### src/verilog/sar_conv_map.svh
// constants, timing figures and codes of the converter control block
// Contract
// - busy high exactly while converting
// - convert request honoured only while selected
// - frame sync ignored while deselected
// - shift on rising clock, only when selected
// - msb at frame start, later bits on rises
// - powerdown request resets logic, full power-down
// - conversion begins promptly after qualified start
// - abort drops busy promptly
// - frame sync high at busy fall reloads msb
// - host waits resume time after nap/power-down
// - untrimmed circuitry needs 1 ms resume
// - nap entry 200 ns, power-down 10 us
// - qualified request falling edge starts conversion
// - aborted conversion yields fixed code, wait state (the code goes to wait only when the buffer is not full at the abort)
// - second bit after first falling edge
`ifndef SAR_CONV_MAP_SVH
`define SAR_CONV_MAP_SVH
`define CLK_PERIOD_NS 25
`define T_CONV_NS 1000
`define T_START_MAX_NS 10
`define T_ABORT_MAX_NS 10
`define T_NAP_ENTER_NS 200
`define T_FULL_PD_ENTER_NS 10000
`define T_NAP_RESUME_NS 300
`define T_UNTRIM_RESUME_NS 1000000
`define T_INTREF_RESUME_NS 25000000
`define RESULT_BITS 18
`define ABORT_CODE 18'h3FC00
`define BUF_DEPTH 2
`endif

### src/verilog/sar_conv_pkg.sv
// types shared by the converter control block
package sar_conv_pkg;
  // host-facing pins, carried together through the synchroniser
  typedef struct packed {
    logic conv;
    logic cs_n;
    logic fs;
    logic sclk;
    logic pd;
  } pins_s;
  // converter phases, one-hot
  typedef enum logic [5:0] {
    ST_RESUME = 6'h01,
    ST_SAMPLE = 6'h02,
    ST_CONVERT = 6'h04,
    ST_WAIT = 6'h08,
    ST_NAP = 6'h10,
    ST_STALL = 6'h20
  } conv_state_e;
endpackage

### src/verilog/sar_conv_ctrl.sv
// conversion control, power-down and serial readout of the sar converter
`timescale 1ns/100ps
`default_nettype none
`include "sar_conv_map.svh"
module sar_conv_ctrl #(
  parameter int WIDTH = `RESULT_BITS,
  parameter int DEPTH = `BUF_DEPTH,
  parameter int UNTRIM_CYC = `T_UNTRIM_RESUME_NS / `CLK_PERIOD_NS,
  parameter int INTREF_CYC = `T_INTREF_RESUME_NS / `CLK_PERIOD_NS
) (
  input wire logic clk_sys,
  input wire logic resetn,
  input wire logic convert_request,
  input wire logic chip_select_n,
  input wire logic frame_sync_in,
  input wire logic shift_clk,
  input wire logic powerdown_request,
  input wire logic internal_ref_used,
  input wire logic [WIDTH-1:0] conv_code,
  output logic busy,
  output logic serial_result_out,
  output logic serial_out_en,
  output logic nap_active,
  output logic full_powerdown,
  output logic resume_done
);
  // ----------------------------------------------------------------
  // cycle counts and checks
  // ----------------------------------------------------------------
  localparam int CONV_CYC = (`T_CONV_NS + `CLK_PERIOD_NS - 1) / `CLK_PERIOD_NS;
  localparam int NAPE_CYC = `T_NAP_ENTER_NS / `CLK_PERIOD_NS;
  localparam int PDE_CYC = `T_FULL_PD_ENTER_NS / `CLK_PERIOD_NS;
  localparam int NAPR_CYC = `T_NAP_RESUME_NS / `CLK_PERIOD_NS;
  localparam int CW = 32;
  localparam int AW = $clog2(DEPTH);
  initial begin
    // the nap resume preloads the timer, so the untrimmed count must cover it
    if (WIDTH < 2 || DEPTH != 2 ** AW || DEPTH < 2 || UNTRIM_CYC < 1 || INTREF_CYC < 1
        || UNTRIM_CYC < NAPR_CYC)
      $error("unsupported parameter values");
  end

  // ----------------------------------------------------------------
  // pin synchroniser: stage one feeds stage two only
  // ----------------------------------------------------------------
  sar_conv_pkg::pins_s pin_raw;
  sar_conv_pkg::pins_s s1_q, s2_q, s3_q; // s3 is only the edge history
  assign pin_raw = '{conv: convert_request, cs_n: chip_select_n, fs: frame_sync_in,
                     sclk: shift_clk, pd: powerdown_request};
  // the three stages only register, no logic between them
  always_ff @(posedge clk_sys) begin
    if (!resetn) begin
      s1_q <= '{conv: 1'b1, cs_n: 1'b1, fs: 1'b0, sclk: 1'b0, pd: 1'b0};
      s2_q <= '{conv: 1'b1, cs_n: 1'b1, fs: 1'b0, sclk: 1'b0, pd: 1'b0};
      s3_q <= '{conv: 1'b1, cs_n: 1'b1, fs: 1'b0, sclk: 1'b0, pd: 1'b0};
    end else begin
      s1_q <= pin_raw;
      s2_q <= s1_q;
      s3_q <= s2_q;
    end
  end

  // powerdown request acts as a second reset of all working state except the synchroniser and the power-down timer
  logic rst;
  assign rst = !resetn || s2_q.pd;

  // ----------------------------------------------------------------
  // qualified convert request and edges
  // ----------------------------------------------------------------
  logic qconv_q, qconv_d; // request latched while selected
  always_comb begin
    qconv_d = qconv_q;
    if (!s2_q.cs_n)
      qconv_d = s2_q.conv;
  end
  logic qconv_fall, sclk_rise, sclk_fall, frame_start;
  assign qconv_fall = qconv_q && !qconv_d;
  assign sclk_rise = s2_q.sclk && !s3_q.sclk && !s2_q.cs_n;
  assign sclk_fall = !s2_q.sclk && s3_q.sclk && !s2_q.cs_n;
  // cs fall with fs high, or fs rise while selected, opens a frame
  assign frame_start = (s2_q.fs && !s2_q.cs_n)
                       && (s3_q.cs_n || !s3_q.fs);

  // ----------------------------------------------------------------
  // two-entry result buffer between conversion and readout
  // ----------------------------------------------------------------
  logic [WIDTH-1:0] buf_mem_q [DEPTH];
  logic [WIDTH-1:0] buf_mem_d [DEPTH];
  logic [AW-1:0] wr_ptr_q, wr_ptr_d, rd_ptr_q, rd_ptr_d;
  logic [AW:0] fill_q, fill_d;
  logic in_valid, in_ready, out_valid, out_ready;
  logic [WIDTH-1:0] in_data;
  assign in_ready = fill_q != DEPTH[AW:0];
  assign out_valid = fill_q != '0;
  // pointer and fill arithmetic
  always_comb begin
    buf_mem_d = buf_mem_q;
    wr_ptr_d = wr_ptr_q;
    rd_ptr_d = rd_ptr_q;
    fill_d = fill_q;
    if (in_valid && in_ready) begin
      buf_mem_d[wr_ptr_q] = in_data;
      wr_ptr_d = wr_ptr_q + 1'b1;
    end
    if (out_valid && out_ready)
      rd_ptr_d = rd_ptr_q + 1'b1;
    fill_d = fill_q + {{AW{1'b0}}, in_valid && in_ready}
                    - {{AW{1'b0}}, out_valid && out_ready};
  end

  // ----------------------------------------------------------------
  // conversion state machine
  // ----------------------------------------------------------------
  sar_conv_pkg::conv_state_e st_q, st_d;
  logic [CW-1:0] cnt_q, cnt_d; // conversion, nap and resume timer
  logic [CW-1:0] pd_cnt_q, pd_cnt_d; // power-down entry timer
  logic busy_q, busy_d, nap_q, nap_d, fpd_q, fpd_d, rdy_q, rdy_d;
  logic [WIDTH-1:0] pend_q, pend_d; // word waiting for buffer room
  logic sample_cmd;
  assign sample_cmd = s2_q.conv && !s2_q.cs_n;
  // next phase; in_valid is the write into the buffer
  always_comb begin
    st_d = st_q;
    cnt_d = cnt_q + 1'b1;
    pend_d = pend_q;
    in_valid = 1'b0;
    in_data = pend_q;
    nap_d = 1'b0;
    rdy_d = rdy_q;
    case (st_q)
      sar_conv_pkg::ST_RESUME: begin
        // untrimmed circuitry first, then the reference if internal
        if (cnt_q >= CW'(UNTRIM_CYC) + (internal_ref_used ? CW'(INTREF_CYC) : '0)) begin
          rdy_d = 1'b1;
          st_d = sar_conv_pkg::ST_WAIT;
        end
      end
      sar_conv_pkg::ST_SAMPLE: begin
        if (qconv_fall) begin
          st_d = sar_conv_pkg::ST_CONVERT;
          cnt_d = '0;
        end
      end
      sar_conv_pkg::ST_CONVERT: begin
        if (qconv_fall) begin
          // a second start aborts: fixed code, then wait if the buffer is not full
          pend_d = `ABORT_CODE;
          st_d = sar_conv_pkg::ST_STALL;
          cnt_d = '1;
        end else if (cnt_q == CW'(CONV_CYC - 1)) begin
          pend_d = conv_code;
          st_d = sar_conv_pkg::ST_STALL;
          cnt_d = '0;
        end
      end
      sar_conv_pkg::ST_STALL: begin
        // buffer write; a full buffer stalls here with busy low
        in_valid = 1'b1;
        if (in_ready) begin
          cnt_d = '0;
          if (cnt_q == '1)
            st_d = sar_conv_pkg::ST_WAIT;
          else if (sample_cmd)
            st_d = sar_conv_pkg::ST_SAMPLE;
          else if (!qconv_q)
            st_d = sar_conv_pkg::ST_NAP;
          else
            st_d = sar_conv_pkg::ST_WAIT;
        end
      end
      sar_conv_pkg::ST_WAIT: begin
        if (sample_cmd && rdy_q)
          st_d = sar_conv_pkg::ST_SAMPLE;
      end
      sar_conv_pkg::ST_NAP: begin
        // low-power flag after entry time, leaving waits out resume
        nap_d = cnt_q >= CW'(NAPE_CYC - 1);
        if (sample_cmd) begin
          st_d = sar_conv_pkg::ST_RESUME;
          // external reference: only the nap resume remains of the untrimmed count
          cnt_d = CW'(UNTRIM_CYC) - CW'(NAPR_CYC);
          rdy_d = 1'b0;
        end
      end
      default: st_d = sar_conv_pkg::ST_WAIT;
    endcase
    if (internal_ref_used && st_q == sar_conv_pkg::ST_NAP && sample_cmd)
      cnt_d = CW'(UNTRIM_CYC) + CW'(INTREF_CYC) - CW'(NAPR_CYC);
    busy_d = st_d == sar_conv_pkg::ST_CONVERT;
    // power-down flag counts while the request holds reset
    if (!s2_q.pd) begin
      pd_cnt_d = '0;
      fpd_d = 1'b0;
    end else begin
      // saturate so a long request never wraps the flag off
      pd_cnt_d = (pd_cnt_q == CW'(PDE_CYC)) ? pd_cnt_q : pd_cnt_q + 1'b1;
      fpd_d = pd_cnt_q >= CW'(PDE_CYC - 1);
    end
  end

  // ----------------------------------------------------------------
  // readout shifter
  // ----------------------------------------------------------------
  logic [WIDTH-1:0] sh_q, sh_d;
  logic fell_q, fell_d, sdo_q, sdo_d, oe_q, oe_d, bfall_q, bfall_d, load;
  // fires when the fresh word has landed in the buffer, one cycle after busy falls,
  // so the reload pops the new result and not an empty buffer
  assign bfall_d = in_valid && in_ready;
  assign load = frame_start || (bfall_q && s2_q.fs && !s2_q.cs_n);
  assign out_ready = load;
  // frame load, fall seen, then one bit per rising edge
  always_comb begin
    sh_d = sh_q;
    fell_d = fell_q;
    if (load) begin
      if (out_valid)
        sh_d = buf_mem_q[rd_ptr_q];
      fell_d = 1'b0;
    end else if (sclk_fall) begin
      fell_d = 1'b1;
    end else if (sclk_rise && fell_q) begin
      sh_d = {sh_q[WIDTH-2:0], 1'b0};
    end
    sdo_d = sh_d[WIDTH-1];
    oe_d = !s2_q.cs_n;
  end

  // ----------------------------------------------------------------
  // state registers
  // ----------------------------------------------------------------
  always_ff @(posedge clk_sys) begin
    if (rst) begin
      st_q <= sar_conv_pkg::ST_RESUME;
      cnt_q <= '0;
      busy_q <= 1'b0;
      nap_q <= 1'b0;
      rdy_q <= 1'b0;
      pend_q <= '0;
      qconv_q <= 1'b1;
      buf_mem_q <= '{default: '0};
      wr_ptr_q <= '0;
      rd_ptr_q <= '0;
      fill_q <= '0;
      sh_q <= '0;
      fell_q <= 1'b0;
      sdo_q <= 1'b0;
      oe_q <= 1'b0;
      bfall_q <= 1'b0;
    end else begin
      st_q <= st_d;
      cnt_q <= cnt_d;
      busy_q <= busy_d;
      nap_q <= nap_d;
      rdy_q <= rdy_d;
      pend_q <= pend_d;
      qconv_q <= qconv_d;
      buf_mem_q <= buf_mem_d;
      wr_ptr_q <= wr_ptr_d;
      rd_ptr_q <= rd_ptr_d;
      fill_q <= fill_d;
      sh_q <= sh_d;
      fell_q <= fell_d;
      sdo_q <= sdo_d;
      oe_q <= oe_d;
      bfall_q <= bfall_d;
    end
  end
  // the power-down timer runs only while the request is held
  always_ff @(posedge clk_sys) begin
    if (!resetn) begin
      pd_cnt_q <= '0;
      fpd_q <= 1'b0;
    end else begin
      pd_cnt_q <= pd_cnt_d;
      fpd_q <= fpd_d;
    end
  end
  assign busy = busy_q;
  assign serial_result_out = sdo_q;
  assign serial_out_en = oe_q;
  assign nap_active = nap_q;
  assign full_powerdown = fpd_q;
  assign resume_done = rdy_q;
endmodule // sar_conv_ctrl
`default_nettype wire

### config.mk
export PLATFORM = sky130hd
export DESIGN_NAME = sar_conv_ctrl
export DESIGN_NICKNAME = d
export VERILOG_FILES = /design/src/verilog/sar_conv_pkg.sv /design/src/verilog/sar_conv_ctrl.sv
export VERILOG_INCLUDE_DIRS = /design/src /design/src/verilog
export SDC_FILE = /design/constraint.sdc
export NUM_CORES = 1
export LEC_CHECK = 0
export BUFFER_PORTS_ARGS = -buffer_cell sky130_fd_sc_hd__buf_2
export CAP_MARGIN = 20
export CORE_MARGIN = 5
export CORE_UTILIZATION = 39
export CTS_CLUSTER_DIAMETER = 80
export DETAILED_ROUTE_END_ITERATION = 16
export GPL_TIMING_DRIVEN = 0
export PLACE_DENSITY = 0.63
export RECOVER_POWER = 25
export SETUP_SLACK_MARGIN = 0.05
export SYNTH_ARGS = -nofsm -noshare
export SYNTH_HDL_FRONTEND = slang
export SYNTH_SLANG_ARGS = --single-unit
### constraint.sdc
create_clock -name clk_sys -period 3.6 [get_ports clk_sys]
set_clock_uncertainty 0.15 [all_clocks]
set_input_delay 0.36 -clock clk_sys [delete_from_list [all_inputs] [get_ports clk_sys]]
set_output_delay 0.36 -clock clk_sys [all_outputs]
set_load 0.02 [all_outputs]
==> results.toml <==
[place]
pre_cts_ws_ns = 0.6253
dpl-instance-area_sq_mm = 0.008115
hpwl_mm = 12.80
gp_congestion = 0.8303
port_buffers = 31
placedCellCount = 1148

[min_path]
hp-class = "in -> reg"
min_from = "conv_code[9]"

[synthesis]
syn_area_sq_mm = 0.007629
synth_cell_types = 67
synthTopCellsByArea = "dfxtp_1, nand2_1, a21oi_1, xor2_1, nand3_1"
synth_edf_count = 0
synth_top_cells_by_count = "dfxtp_1, nand2_1, a21oi_1"
syn_inst = 852
synth_area_per_cell_sq_um = 8.954
ys_seq_elements = 167
synth_seq_area_share_pct = 43.82
yosys_most_used_dff = "dfxtp_1"
yosys_warnings = 0
synth_area_leader_cell = "dfxtp_1"
syn_nets = 892
synthDominantCellAreaShare_pct = 43.82
synth_most_common_cell = "dfxtp_1"
synthArstFlopShare_pct = 0

[global_route]
antenna_found_initial = 0
grt_util_all_layers_pct = 16.79
grt_pass1_vias = 5973
overflow = 0
grt_pass1_wl_mm = 30.55
grt_max_degree = 17

[critical_path]
arrival_ns = 3.10
cp_slowest_cell = "or4_1"
path_buf_inv = 4
crit_chain = "clkbuf_1 > or4_1 > nor3_4 > inv_2 > clkbuf_1 > ha_1 > inv_1 > ha_1 > xor2_1 > xnor2_1 > nor2_1"
critical_path.startpoint = "st_q[1]"
critPathRequiredTime_ns = 3.75
r2r_start = "st_q[1]"
critical_path_class = "reg -> reg"
crit_path_max_fanout = 10
slowest_delay_ns = 0.62
cp-start-kind = "flip-flop"
cpLargestDelayFamily = "simple AND/OR/NAND/NOR gates"
cp-end-kind = "flip-flop"

[flow_run]
max_cap_viol_count = 0

[drt]
drt_drc_violations_left = 0
drtIter0Drc = 380
ant_nets = 0
vias = 6345
wl_mm = 18.39
drt_pass1_iterations = 5
post_drt_via_cell_ratio = 5.327
wl_per_cell_um = 15.44

[final_layout]
area_growth_pct = 14.93
drive_above_1_share_pct = 11.56
fin_area_sq_mm = 0.008767
fin_cells = 1191
fillers = 1920
nets = 953
diodes = 0
fin_util_pct = 45.34

[timing]
worstMarginPinSlew_ns = 1.063
finalWorstSetupSlack_ns = 0.6514
min_period_ns = 2.949
final.period_utilization_pct = 81.90
clock.fmax_ghz = 0.3391
setup_tns_ns = 0
setup-violations-final = 0
final_hold_viol_count = 0
rsz0062_at_grt = "no"
whs_ns = 0.01861
relSlewSlack_pct = 28.52
slew_viol_final = 0

[floorplanning]
ioPinCount = 32
coreArea_sq_mm = 0.01933
die_area_sq_mm = 0.02246
die_h_um = 149.9
die_w_um = 149.9
rows = 51
start_util_pct = 39.46

[cts]
clock_path_buffers = 2
cts_tree = "yes"
cts.clk_slew.worst_paths_ns = 0.06
cts.htree.levels = 4
cts_resized = 0
cts_root_buffer = "clkbuf_16"
clk_latency_ns = 0.43
cts_setup_buffers = 0
postCtsHoldBufs = 11
cts_buffers = 17
clock-sinks = 167

[pwr]
leakagePower_nw = 2.859
total_power_mw = 3.671
vdd_drop_max_mv = 0.3104
cellPowerDensity_mw_per_mm2 = 418.7

[run_status]
status = "finished clean"
-- routing by layer --
metal  global-route usage [%]  share of wire, %
met1                    24.51                51
met2                    25.41                44
met3                    3.664               4.0
met4                    3.705              0.73
met5                        0                 0
-- logic make-up (layout without fill, tap and decap cells) --
family / count (synthesis) / after routing / share of synthesized area [%]
and+or+nand+nor: 339 / 339 / 23.62
DFF: 167 / 167 / 43.82
xor gates and xnor gates: 57 / 57 / 6.544
muxes: 19 / 19 / 2.509
buffers and inverters: 60 / 134 / 3.264
adders and majority gates: 15 / 15 / 2.427
AOI/OAI and AO/OA: 195 / 195 / 17.81
-- layout make-up --
type | instances | area (sq um) | area share [%]
sequential | 167 | 3343 | 38.13
clock buffer | 20 | 456.7 | 5.209
tap | 265 | 331.6 | 3.782
buffer | 45 | 192.7 | 2.198
multi-input combinational | 625 | 4036 | 46.04
timing repair buffer | 42 | 256.5 | 2.926
inverter | 15 | 56.30 | 0.6422
clock inverter | 12 | 93.84 | 1.070
-- registers in the layout, indices dropped and copies added, names as in the netlist, 2 cells and up --
name and cells:
cnt_q 32, s2_q 5, in_data 18, pd_cnt_q 32, s1_q 5, st_q 6
fill_q 2, s3_q 3, sh_q 17, buf_mem_q 36
-- worst register-to-register path: stages (launching register included) --
cell and delay (ns):
dfxtp_1 0.29, clkbuf_1 0.18, or4_1 0.62, nor3_4 0.27, inv_2 0.12, clkbuf_1 0.26
ha_1 0.35, inv_1 0.04, ha_1 0.17, xor2_1 0.17, xnor2_1 0.14, nor2_1 0.05
-- report_power, final --
| group | internal, mW | total [mW] | switching, mW |
|---|---|---|---|
| combinational | 0.0365 | 0.101 | 0.0650 |
| sequential | 1.86 | 1.86 | 0.00707 |
| clock | 0.927 | 1.70 | 0.778 |
| total | 2.82 | 3.67 | 0.850 |
-- cells in the final DEF, fill, tap and decap left out, types with 3 or more instances in the layout --
cell	count
a211oi_1	8
a211oi_2	11
a21oi_1	80
a32o_1	10
and2_0	4
and2_1	7
and3_1	17
and4_1	6
buf_2	28
clkbuf_1	45
clkbuf_16	17
clkinvlp_4	5
dfxtp_1	167
dlygate4sd3_1	11
ha_1	14
inv_1	14
mux2i_1	18
nand2_1	107
nand2b_1	12
nand3_1	47
nand4_1	17
nor2_1	47
nor2b_1	8
nor3_1	18
nor3b_1	3
nor4_1	13
o211ai_1	18
o21ai_0	29
o221a_2	6
o31a_1	4
o31ai_1	3
o31ai_2	9
or3_1	10
or4_1	4
xnor2_1	25
xor2_1	32
-- worst paths after layout --
check | end | slack, ns | cells after the start
max | fill_q[1] | 0.65 | 11
max reg2reg | fill_q[1] | 0.65 | 11
min | in_data[9] | 0.02 | 2
min reg2reg | s2_q[3] | 0.26 | 1
Note: power is estimated with default switching activity, not from simulation.
